[src/pkg/ulms_pkg.sv]
// Purpose: Shared constants and types for the line and modem status block
// Assumes: Eight-bit register port, word index addressing
// Notes:   Offsets follow the usual serial port map
package ulms_pkg;

	localparam int          ULMS_AW        = 3;
	localparam int          ULMS_DW        = 8;
	// Register indices
	localparam logic [2:0]  ULMS_A_DATA    = 3'h0;
	localparam logic [2:0]  ULMS_A_IEN     = 3'h1;
	localparam logic [2:0]  ULMS_A_ISTAT   = 3'h2;
	localparam logic [2:0]  ULMS_A_LCTL    = 3'h3;
	localparam logic [2:0]  ULMS_A_MCTL    = 3'h4;
	localparam logic [2:0]  ULMS_A_LSTAT   = 3'h5;
	localparam logic [2:0]  ULMS_A_MSTAT   = 3'h6;
	localparam logic [2:0]  ULMS_A_SCR     = 3'h7;
	// Reset values
	localparam logic [7:0]  ULMS_RST_ZERO  = 8'h00;
	localparam logic [7:0]  ULMS_RST_ISTAT = 8'h01;
	localparam logic [7:0]  ULMS_RST_LSTAT = 8'h60;
	localparam logic [7:0]  ULMS_RST_SCR   = 8'hff;
	localparam logic [3:0]  ULMS_NIB_ZERO  = 4'h0;
	// Field positions
	localparam int          ULMS_LS_DR     = 0;
	localparam int          ULMS_LS_OE     = 1;
	localparam int          ULMS_LS_PE     = 2;
	localparam int          ULMS_LS_FE     = 3;
	localparam int          ULMS_LS_BI     = 4;
	localparam int          ULMS_LS_THE    = 5;
	localparam int          ULMS_LS_TEMT   = 6;
	localparam int          ULMS_IE_LINE   = 2;
	localparam int          ULMS_IE_MODEM  = 3;
	localparam int          ULMS_MC_TREADY = 0;
	localparam int          ULMS_MC_RSEND  = 1;
	localparam int          ULMS_MC_AUX1   = 2;
	localparam int          ULMS_MC_AUX2   = 3;
	localparam int          ULMS_MC_LOOP   = 4;
	// Interrupt source codes
	localparam logic [3:0]  ULMS_IS_NONE   = 4'h1;
	localparam logic [3:0]  ULMS_IS_LINE   = 4'h6;
	localparam logic [3:0]  ULMS_IS_MODEM  = 4'h0;

	// Modem inputs as seen on the pins, active low
	typedef struct packed {
		logic cd_n;
		logic ri_n;
		logic dsr_n;
		logic cts_n;
	} ulms_modem_t;

	// Receive character tags offered by the receiver
	typedef struct packed {
		logic brk;
		logic frame;
		logic parity;
	} ulms_rx_tag_t;

	// Transmitter state reported by the transmit path
	typedef struct packed {
		logic hold_to_shift;
		logic shift_busy;
	} ulms_tx_evt_t;

endpackage

[src/logic/ulms_sync.sv]
// Purpose: Two stage synchroniser for a bundle of pin levels
// Assumes: Inputs are asynchronous to clk_sys
// Notes:   First stage feeds only the second stage
`timescale 1ns/10ps
`default_nettype none
module ulms_sync #(
	parameter int W = 4
) (
	input  wire logic         clk_sys,
	input  wire logic         rst,
	input  wire logic [W-1:0] d_in,
	output var  logic [W-1:0] q_out
);

	logic [W-1:0] meta_ff;

	// No reset on purpose: the stages keep tracking the pins during reset,
	// so levels are already valid at release and no false delta follows
	always_ff @(posedge clk_sys) begin
		meta_ff <= d_in;
		q_out   <= meta_ff;
	end

endmodule // ulms_sync
`default_nettype wire

[src/logic/ulms_modem.sv]
// Purpose: Modem status deltas and levels with loopback remap
// Assumes: Synchronised active-low inputs
// Notes:   Deltas are sticky until a modem status read
`timescale 1ns/10ps
`default_nettype none
module ulms_modem
	import ulms_pkg::*;
(
	input  wire logic        clk_sys,
	input  wire logic        rst,
	input  wire ulms_modem_t pins,
	input  wire logic [3:0]  mctl_lo,
	input  wire logic        loop_en,
	input  wire logic        rd_clear,
	output var  logic [7:0]  mstat
);

	logic [3:0] lvl_ff;
	logic       seeded_ff;
	logic [3:0] deltas_ff;
	logic [3:0] lvl_now;
	logic [3:0] chg;
	logic [3:0] nxt_deltas;

	// pin levels inverted; loopback remap cts,dsr,ri,cd
	assign lvl_now = loop_en ? {mctl_lo[ULMS_MC_AUX2], mctl_lo[ULMS_MC_AUX1],
	                            mctl_lo[ULMS_MC_TREADY], mctl_lo[ULMS_MC_RSEND]}
	                         : ~{pins.cd_n, pins.ri_n, pins.dsr_n, pins.cts_n};
	// any edge on cts, dsr, cd
	assign chg[0] = seeded_ff & (lvl_now[0] ^ lvl_ff[0]);
	assign chg[1] = seeded_ff & (lvl_now[1] ^ lvl_ff[1]);
	assign chg[3] = seeded_ff & (lvl_now[3] ^ lvl_ff[3]);
	// ring pin low to high means status bit falls
	assign chg[2] = seeded_ff & lvl_ff[2] & ~lvl_now[2];
	// Set wins over a read clear in the same cycle
	assign nxt_deltas = (rd_clear ? ULMS_NIB_ZERO : deltas_ff) | chg;
	assign mstat = {lvl_now, deltas_ff};

	// reset clears deltas and levels; first cycle after reset seeds levels from present inputs
	always_ff @(posedge clk_sys) begin
		if (rst) begin
			deltas_ff <= ULMS_NIB_ZERO;
			lvl_ff    <= ULMS_NIB_ZERO;
			seeded_ff <= 1'b0;
		end else begin
			deltas_ff <= nxt_deltas;
			lvl_ff    <= lvl_now;
			seeded_ff <= 1'b1;
		end
	end

endmodule // ulms_modem
`default_nettype wire

[src/logic/ulms_top.sv]
// Purpose: Line status, modem status, scratch and reset state of a serial port
// Assumes: Receive and transmit datapaths live outside and report events
// Notes:   Read data valid the cycle after the read strobe
//
// Functional notes
// - Parity tag set for the held character that failed parity.
// - Framing tag set for the held character lacking a stop bit.
// - Break tag set when input stayed low a whole frame.
// - Holding empty flag set when byte moves to the shift register.
// - Holding empty flag cleared on the host write to holding register.
// - Transmitter empty set when idle, low while any character held.
// - Delta flags for cts, dsr, cd set on any change since read.
// - Ring delta set only on ring input going low to high.
// - Modem interrupt raised when a delta is set and enabled.
// - Outside loopback upper modem bits are inverted input levels.
// - Loopback maps cts, dsr, ri, cd from control bits 1,0,2,3.
// - Eight-bit scratch register, all ones after reset.
// - Reset loads enable, line, modem control zero, status 01 and 60.
// - Reset clears deltas, upper bits follow inverted inputs.
// - Modem status read clears pending modem interrupt.
// - Line status read clears line interrupt; tags stay with character.
// - Modem control bit 4 enters and leaves internal loopback.
//
// Implementation choices: strobed register access and the register addresses.
`timescale 1ns/10ps
`default_nettype none
module ulms_top
	import ulms_pkg::*;
(
	input  wire logic              clk_sys,
	input  wire logic              rst,
	input  wire logic [ULMS_AW-1:0] reg_addr,
	input  wire logic [ULMS_DW-1:0] reg_wdata,
	input  wire logic              reg_wr,
	input  wire logic              reg_rd,
	output var  logic [ULMS_DW-1:0] reg_rdata,
	input  wire logic              rx_load,
	input  wire ulms_rx_tag_t      rx_tags,
	input  wire logic              rx_overrun,
	input  wire ulms_tx_evt_t      tx_evt,
	input  wire logic              tx_serial,
	input  wire ulms_modem_t       modem_pins,
	output var  logic              serial_out,
	output var  logic              rts_n,
	output var  logic              dtr_n,
	output var  logic              rst_buf,
	output var  logic              irq_out,
	output var  logic              irq_oe_n,
	output var  logic [7:0]        line_ctl,
	output var  logic              thr_load
);

	logic [7:0]  ien_ff;
	logic [7:0]  lctl_ff;
	logic [7:0]  mctl_ff;
	logic [7:0]  scr_ff;
	logic        dr_ff;
	logic        oe_ff;
	logic        pe_ff;
	logic        fe_ff;
	logic        bi_ff;
	logic        the_ff;
	logic        temt_ff;
	logic        line_pend_ff;
	logic [7:0]  rdata_ff;
	logic        sout_ff;
	logic        rts_ff;
	logic        dtr_ff;
	logic        rstb_ff;
	logic        irq_ff;
	logic        irqoe_ff;
	logic        thr_load_ff;
	logic [7:0]  lctl_o_ff;
	ulms_modem_t pins_s;
	logic [7:0]  mstat;
	logic [7:0]  lstat;
	logic [7:0]  istat;
	logic [7:0]  rd_mux;
	logic        wr_data;
	logic        rd_data;
	logic        rd_lstat;
	logic        rd_mstat;
	logic        loop_en;
	logic        modem_irq;
	logic        line_irq;
	logic        any_err;
	logic        nxt_the;
	logic        nxt_temt;
	logic        nxt_pend;

	// Modem pins are asynchronous, two flops first
	ulms_sync #(
		.W(4)
	) u_sync (
		.clk_sys (clk_sys),
		.rst     (rst),
		.d_in    (modem_pins),
		.q_out   (pins_s)
	);

	ulms_modem u_modem (
		.clk_sys  (clk_sys),
		.rst      (rst),
		.pins     (pins_s),
		.mctl_lo  (mctl_ff[3:0]),
		.loop_en  (loop_en),
		.rd_clear (rd_mstat),
		.mstat    (mstat)
	);

	// Access decode
	assign wr_data  = reg_wr & (reg_addr == ULMS_A_DATA) & ~lctl_ff[7];
	assign rd_data  = reg_rd & (reg_addr == ULMS_A_DATA) & ~lctl_ff[7];
	assign rd_lstat = reg_rd & (reg_addr == ULMS_A_LSTAT);
	// modem status read clears deltas and so the interrupt
	assign rd_mstat = reg_rd & (reg_addr == ULMS_A_MSTAT);
	assign loop_en  = mctl_ff[ULMS_MC_LOOP];

	assign lstat = {1'b0, temt_ff, the_ff, bi_ff, fe_ff, pe_ff, oe_ff, dr_ff};
	assign any_err = rx_tags.parity | rx_tags.frame | rx_tags.brk | rx_overrun;

	// modem interrupt from any enabled delta
	assign modem_irq = ien_ff[ULMS_IE_MODEM] & (|mstat[3:0]);
	assign line_irq  = ien_ff[ULMS_IE_LINE] & line_pend_ff;
	// Priority: line status above modem status
	assign istat = line_irq  ? {4'h0, ULMS_IS_LINE}  :
	               modem_irq ? {4'h0, ULMS_IS_MODEM} : {4'h0, ULMS_IS_NONE};

	// Read mux; offset 0 data and divisor read zero, offset 1 reads ien_ff even with lctl_ff[7] set
	assign rd_mux = (reg_addr == ULMS_A_IEN)   ? ien_ff  :
	                (reg_addr == ULMS_A_ISTAT) ? istat   :
	                (reg_addr == ULMS_A_LCTL)  ? lctl_ff :
	                (reg_addr == ULMS_A_MCTL)  ? mctl_ff :
	                (reg_addr == ULMS_A_LSTAT) ? lstat   :
	                (reg_addr == ULMS_A_MSTAT) ? mstat   :
	                (reg_addr == ULMS_A_SCR)   ? scr_ff  : ULMS_RST_ZERO;

	// set on handover; host write clears, and wins
	assign nxt_the  = wr_data ? 1'b0 : (tx_evt.hold_to_shift | the_ff);
	// empty only when holding empty and shifter idle
	assign nxt_temt = nxt_the & ~tx_evt.shift_busy;
	// new error sets, line status read clears; set wins
	assign nxt_pend = (rx_load & any_err) | (line_pend_ff & ~rd_lstat);

	// Host writable registers, status offsets take no write
	always_ff @(posedge clk_sys) begin
		if (rst) begin
			ien_ff  <= ULMS_RST_ZERO;
			lctl_ff <= ULMS_RST_ZERO;
			mctl_ff <= ULMS_RST_ZERO;
			scr_ff  <= ULMS_RST_SCR;
		end else if (reg_wr) begin
			if (reg_addr == ULMS_A_IEN && !lctl_ff[7])
				ien_ff <= reg_wdata;
			if (reg_addr == ULMS_A_LCTL)
				lctl_ff <= reg_wdata;
			if (reg_addr == ULMS_A_MCTL)
				mctl_ff <= reg_wdata;
			if (reg_addr == ULMS_A_SCR)
				scr_ff <= reg_wdata;
		end
	end

	// Receive tags travel with the held character
	always_ff @(posedge clk_sys) begin
		if (rst) begin
			{dr_ff, oe_ff, pe_ff, fe_ff, bi_ff} <= 5'h00;
		end else if (rx_load) begin
			// parity tag latched with the character
			pe_ff <= rx_tags.parity;
			// framing tag latched with the character
			fe_ff <= rx_tags.frame;
			// break tag from a full low frame
			bi_ff <= rx_tags.brk;
			dr_ff <= 1'b1;
			oe_ff <= rx_overrun | oe_ff;
		end else if (rd_data) begin
			{dr_ff, pe_ff, fe_ff, bi_ff} <= 4'h0;
		end else if (rd_lstat) begin
			oe_ff <= 1'b0;
		end
	end

	// Transmit flags and line interrupt, reset value
	always_ff @(posedge clk_sys) begin
		if (rst) begin
			the_ff       <= ULMS_RST_LSTAT[ULMS_LS_THE];
			temt_ff      <= ULMS_RST_LSTAT[ULMS_LS_TEMT];
			line_pend_ff <= 1'b0;
		end else begin
			the_ff       <= nxt_the;
			temt_ff      <= nxt_temt;
			line_pend_ff <= nxt_pend;
		end
	end

	// Registered read data, one cycle after the strobe
	always_ff @(posedge clk_sys) begin
		if (rst)
			rdata_ff <= ULMS_RST_ZERO;
		else
			rdata_ff <= reg_rd ? rd_mux : ULMS_RST_ZERO;
	end

	// Pin outputs; loopback parks modem outputs inactive
	always_ff @(posedge clk_sys) begin
		if (rst) begin
			sout_ff     <= 1'b1;
			rts_ff      <= 1'b1;
			dtr_ff      <= 1'b1;
			rstb_ff     <= 1'b1;
			irq_ff      <= 1'b0;
			irqoe_ff    <= 1'b1;
			thr_load_ff <= 1'b0;
			lctl_o_ff   <= ULMS_RST_ZERO;
		end else begin
			sout_ff     <= loop_en ? 1'b1 : (tx_serial & ~lctl_ff[6]);
			rts_ff      <= loop_en | ~mctl_ff[ULMS_MC_RSEND];
			dtr_ff      <= loop_en | ~mctl_ff[ULMS_MC_TREADY];
			rstb_ff     <= ien_ff[5] & mctl_ff[ULMS_MC_AUX1];
			irq_ff      <= line_irq | modem_irq;
			// Interrupt pin drives only with output enable bit
			irqoe_ff    <= loop_en | ~mctl_ff[ULMS_MC_AUX2];
			thr_load_ff <= wr_data;
			lctl_o_ff   <= lctl_ff;
		end
	end

	assign reg_rdata  = rdata_ff;
	assign serial_out = sout_ff;
	assign rts_n      = rts_ff;
	assign dtr_n      = dtr_ff;
	assign rst_buf    = rstb_ff;
	assign irq_out    = irq_ff;
	assign irq_oe_n   = irqoe_ff;
	assign line_ctl   = lctl_o_ff;
	assign thr_load   = thr_load_ff;

endmodule // ulms_top
`default_nettype wire

[config.mk]
export PLATFORM = sky130hd
export DESIGN_NAME = ulms_top
export DESIGN_NICKNAME = d
export VERILOG_FILES = /design/src/pkg/ulms_pkg.sv /design/src/logic/ulms_sync.sv /design/src/logic/ulms_modem.sv /design/src/logic/ulms_top.sv
export SDC_FILE = /design/constraint.sdc
export NUM_CORES = 1
export LEC_CHECK = 0
export BUFFER_PORTS_ARGS = -buffer_cell sky130_fd_sc_hd__buf_2
export CAP_MARGIN = 20
export CORE_ASPECT_RATIO = 0.5
export CORE_MARGIN = 2
export CORE_UTILIZATION = 50
export CTS_CLUSTER_SIZE = 24
export DETAILED_ROUTE_END_ITERATION = 16
export PLACE_DENSITY = 0.76
export SLEW_MARGIN = 40
export SYNTH_ARGS = -nofsm -noshare
export SYNTH_HDL_FRONTEND = slang
export SYNTH_HIERARCHICAL = 1
export SYNTH_SLANG_ARGS = --single-unit
[constraint.sdc]
create_clock -name clk_sys -period 1.5 [get_ports clk_sys]
set_clock_uncertainty 0.15 [all_clocks]
set_input_delay 0.15 -clock clk_sys [delete_from_list [all_inputs] [get_ports clk_sys]]
set_output_delay 0.15 -clock clk_sys [all_outputs]
set_load 0.02 [all_outputs]
==> Word level (Yosys, flattened, before mapping) <==
Index checks and enable logic that the tools add are counted.
{ "word_totals": {"reg_bits": 80, "output_inout_bits": 23} }
{ "classes": {"n_eq_ne": 8, "n_mux": 21, "bitwise": 42, "reduce_logical": 13} }
{ "ops": {"columns": ["cell", "n"], "rows": [
  ["8-bit two-way mux", 7],
  ["1-bit bitwise AND", 18],
  ["3-bit == test, second input constant", 4],
  ["1-bit two-way mux", 11],
  ["1-bit OR", 10],
  ["2-bit AND reduction", 5],
  ["1-bit NOT", 9],
  ["4-bit two-way mux", 2],
  ["3-bit by 2-bit == test with 1-bit output, second input constant", 2],
  ["4-bit NOT", 1],
  ["4-bit OR", 1],
  ["2-bit nonzero test", 2],
  ["2-bit OR reduction", 2],
  ["4-bit OR reduction", 1],
  ["3-bit by 1-bit == test with 1-bit output, second input constant", 1],
  ["3-bit logical NOT", 1],
  ["3-bit two-way mux", 1],
  ["1-bit bitwise XOR", 3],
  ["2-bit != test, second input constant", 1],
  ["1-bit logical AND", 1],
  ["1-bit logical NOT", 1]
]} }

==> Depth between registers and ports, before layout <==
{ "depth": {"ltp_word": 8, "mapped_depth": 7, "depth_no_buf": 5} }

==> Modules after synthesis <==
Netlist, hierarchy kept.
{ "by_module_without_submodules": {"columns": ["mod", "instances", "cells_per_inst", "area_each_um2", "seq_area_each_um2"], "rows": [
  ["ulms_top", 1, 270, 2593.7, 1261.2],
  ["ulms_modem", 1, 45, 396.6, 180.2],
  ["ulms_sync", 1, 8, 160.2, 160.2]
]} }

==> Worst setup path after synthesis <==
Ideal clock, no wire load.
{ "synth_timing": {"path_type": "register to register", "start": "register mctl_ff[4]", "end": "register rdata_ff[4], in the netlist reg_rdata[4]", "setup_ns": 0.118, "t_arrival_ns": 1.196, "required_ns": 1.232, "setup_slack_ns": 0.036, "path_stages_with_launch": 6, "path_cell_list": "dfxtp_1 -> buf_6 -> o21ai_0 -> mux4_2 -> nand3_1 -> o21ai_1"} }
{ "synth_via": {"elab_chain_cells": 7} }
{ "synth_lines": {"columns": ["element", "line", "text"], "rows": [
  ["from (decl)", "ulms_top.sv:55", "logic [7:0] mctl_ff;"],
  ["from (signal assigned)", "ulms_top.sv:158", "mctl_ff <= reg_wdata;"],
  ["4-bit two-way mux", "ulms_modem.sv:26", "assign lvl_now = loop_en ? {mctl_lo[ULMS_MC_AUX2], mctl_lo[ULMS_MC_AUX1],"],
  ["named net mstat[4]", "ulms_top.sv:75", "logic [7:0] mstat;"],
  ["8-bit two-way mux", "ulms_top.sv:135", "(reg_addr == ULMS_A_MSTAT) ? mstat :"],
  ["8-bit two-way mux", "ulms_top.sv:134", "(reg_addr == ULMS_A_LSTAT) ? lstat :"],
  ["8-bit two-way mux", "ulms_top.sv:133", "(reg_addr == ULMS_A_MCTL) ? mctl_ff :"],
  ["8-bit two-way mux", "ulms_top.sv:132", "(reg_addr == ULMS_A_LCTL) ? lctl_ff :"],
  ["8-bit two-way mux", "ulms_top.sv:131", "(reg_addr == ULMS_A_ISTAT) ? istat :"],
  ["8-bit two-way mux", "ulms_top.sv:130", "assign rd_mux = (reg_addr == ULMS_A_IEN) ? ien_ff :"],
  ["to (signal assigned)", "ulms_top.sv:202", "rdata_ff <= reg_rd ? rd_mux : ULMS_RST_ZERO;"],
  ["to (decl)", "ulms_top.sv:65", "logic [7:0] rdata_ff;"]
]} }
The timed path passes the listed nets, and every way through them passes these cells.
A chain may end at the register's enable or synchronous reset.

==> Worst setup path in the final report <==
{ "layout_timing": {"start": "register mctl_ff[1]", "end": "register rdata_ff[4], in the netlist reg_rdata[4]"} }
Same word-level chain as after synthesis.

==> impl_metrics.csv <==
group,metric,value,unit
run_status,outcome,"complete, but fails checks",
run_status,violations,"negative setup slack",
setup_path,critPathArrivalTime,1.60,ns
cells_and_area,filler_cell_count,423,
timing,setup_slack,-0.04366,ns
timing,max_freq,0.6478,GHz
floorplan,fp.dieArea,6991,µm²
grt,grt_pass1_vias,2670,
cells_and_area,antenna_cells,0,
floorplan,dieWidth,116.3,µm
timing,slew_headroom,68.67,%
detailed_routing,routedWlPerCell,18.07,µm
placed_design,port_buffers,49,
detailed_routing,postRouteAntennaNets,0,
grt,grt_pass1_wl,13560,µm
power,intPower,3.958,mW
setup_path,cp-startpoint,"mctl_ff[1]$_SDFFE_PP0P_",
grt,grt_overflow,0,
setup_path,endpoint_kind,"register",
synthesis,yosysTopAreaCell,"dfxtp_1",
power,power,5.126,mW
clocking,cts_buffers,9,
power,switching_power,1.168,mW
floorplan,ios,50,
clocking,worstSkewPairLatency,0.34,ns
floorplan,core-area,6081,µm²
clocking,post_cts_buffers,0,
synthesis,synth_most_common_cell,"dfxtp_1",
setup_path,setup.worst_path.start_class,"register",
timing,hold_viol,0,
cells_and_area,design_area,4238,µm²
worst_hold_path,hold_path_class,"in2reg",
timing,fin_crit,1.544,ns
cells_and_area,nets,446,
setup_path,cp-endpoint,"reg_rdata[4]$_SDFF_PP0_",
clocking,clockBufferDepth,2,
timing,setup_viol,2,
placed_design,pre_cts_slack,-0.1288,ns
timing,post-route-period-util,102.9,%
synthesis,synth_cells,323,
setup_path,cp_max_fo,4,
setup_path,timing.rr.end,"reg_rdata[4]$_SDFF_PP0_",
timing,hold_slack,0.09656,ns
setup_path,r2r_slack,-0.04,ns
placed_design,gp_congestion,0.8710,
synthesis,ys_warn_count,6,
synthesis,synth_area,3151,µm²
power,max-vdd-ir-drop,0.0005350,V
synthesis,synth_ff_type,"dfxtp_1",
setup_path,path_class,"reg2reg",
detailed_routing,drt-initial-drc-count,296,
grt,grt_use_total,26.59,%
power,combinationalPowerShare,10.0,%
synthesis,yosysSeqAreaShare,50.83,%
clocking,cts.sink_count,80,
synthesis,synth_top_cells_by_count,"dfxtp_1 (80), nand2_1 (55), nor2_1 (27)",
cells_and_area,drive_gt1_share,27.83,%
cells_and_area,area_delta_synth_final,34.51,%
placed_design,dp_hpwl,5713,µm
timing,worst_slew_pin_slew,0.4649,ns
synthesis,synth_edf_count,0,
clocking,cts_root_buffer,"clkbuf_16",
power,pwr-share-clk,46.0,%
timing,setup_tns,-0.08258,ns
synthesis,synth.distinct_cells,48,
detailed_routing,routed-via-count,2955,
power,p_leak,1.879,nW
clocking,cts_tree,"yes",
detailed_routing,vias_per_cell,5.771,
setup_path,ff2ff_path_depth,5,
job,drv_cap,0,
detailed_routing,dr.pass1.iters,5,
synthesis,yosysTopAreaCellShare,50.83,%
clocking,clk_pin_slew,0.06,ns
synthesis,syn_avg_cell_area,9.754,µm²
floorplan,placementRows,20,
setup_path,r2r_start,"mctl_ff[1]$_SDFFE_PP0P_",
synthesis,synth-seq-cells,80,
grt,grt_max_degree,32,
timing,rsz0062_at_grt,"true",
setup_path,crit_required,1.56,ns
synthesis,synth_nets,350,
power,pwr-share-seq,44.0,%
detailed_routing,wl,9251,µm
detailed_routing,drc_errors,0,
timing,drv_slew,0,
clocking,h-tree-depth,3,
synthesis,async_flop_share,0,%
floorplan,die_y,60.13,µm
power,power_per_cell_area,1210,nW/µm²
placed_design,place_area,3618,µm²
synthesis,synthTopCellsByArea,"dfxtp_1 (51%), mux2i_1 (7.3%), nand2_1 (6.6%)",
grt,antenna_found_initial,0,
floorplan,initial_core_util,51.81,%
power,p_sw_share,22.79,%
metrics by stage:
| step | utilization, % | instances |
|---|---|---|
| 6_report | 69.69 | 512 |
| 5_1_grt | 69.69 | 512 |
| 4_1_cts | 69.16 | 511 |
| 3_5_place_dp | 59.51 | 470 |
| 3_3_place_gp | 59.51 | 470 |
| 2_1_floorplan | - | 323 |
final cells by class:
| class | count | area (µm²) | share of cell area (%) |
|---|---|---|---|
| Inverter | 4 | 15.01 | 0.3543 |
| Tap cell | 88 | 110.1 | 2.598 |
| Clock buffer | 12 | 246.5 | 5.816 |
| Sequential cell | 80 | 1607 | 37.91 |
| Timing Repair Buffer | 107 | 765.7 | 18.07 |
| Multi-Input combinational cell | 217 | 1416 | 33.42 |
| Clock inverter | 4 | 77.57 | 1.831 |
kinds of logic after synthesis:
group	synth area share [%]
AND/OR/NAND/NOR	22.52
AO/OA/AOI/OAI	9.929
buffers and inverters	5.123
multiplexers	11.60
flip-flops	50.83
layer usage:
metal | track usage [%] | vias to the layer above | share of wire (%)
li1 | - | 1305 | -
met5 | 0 | - | 0
met4 | 9.354 | 0 | 3.1
met3 | 9.635 | 39 | 11
met1 | 34.17 | 1402 | 42
met2 | 41.86 | 209 | 44
worst max-delay path, cell delays in order, from the launching register on:
cell,delay (ns)
dfxtp_1,0.36
nand2_1,0.10
o21ai_0,0.13
mux4_2,0.49
nand3_1,0.11
o21ai_1,0.08
flip-flops by register name, indices dropped and copies added (netlist names), 8 cells and up:
register / flops
ien_ff: 8
lctl_ff: 8
line_ctl: 8
mctl_ff: 8
reg_rdata: 8
scr_ff: 8
power by group through the flow:
stage	registers, mW	logic (mW)	clock network (mW)
final	2.26	0.513	2.36
after CTS	2.25	0.478	2.36
after global routing	2.26	0.541	2.45
after global placement	2.29	0.410	0
after floorplan	2.30	0.247	0
after detailed placement	2.29	0.422	0
placed cells by master, fill, tap and decap left out, types with 3 or more instances in the layout:
cell / instances
nand2_1: 54
and2_1: 3
buf_2: 49
o21ai_1: 5
nor2b_1: 9
a21oi_1: 23
o21ai_0: 4
nand3b_1: 12
nand3_1: 7
nor2_1: 27
buf_4: 30
mux2_2: 4
nor3b_1: 3
dlygate4sd3_1: 24
inv_1: 4
mux2i_1: 23
nor3_1: 3
dfxtp_1: 78
mux4_2: 4
a21o_1: 3
clkbuf_16: 9
worst min path at each step:
stage	cells after the start	to	slack [ns]	start
4_1_cts	3	reg_rdata[4]$_SDFF_PP0_	0.07	reg_addr[2]
3_5_place_dp	1	u_sync/meta_ff[3]$_DFF_P_	0.10	modem_pins[3]
2_1_floorplan	0	u_sync/meta_ff[0]$_DFF_P_	0.03	modem_pins[0]
6_report	3	reg_rdata[5]$_SDFF_PP0_	0.1	reg_addr[2]
5_1_grt	3	reg_rdata[5]$_SDFF_PP0_	0.11	reg_addr[2]
3_3_place_gp	1	u_sync/meta_ff[3]$_DFF_P_	0.10	modem_pins[3]
timing repair:
item                                   in CTS  in global routing
gates cloned                                0                  1
hold buffers                               25                  0
endpoints found under the hold margin      36                  0
gates resized for setup                     4                 10
pin swaps                                   0                  2
setup endpoints to repair                   7                 12
No activity file was read; power rests on OpenSTA's default activity.
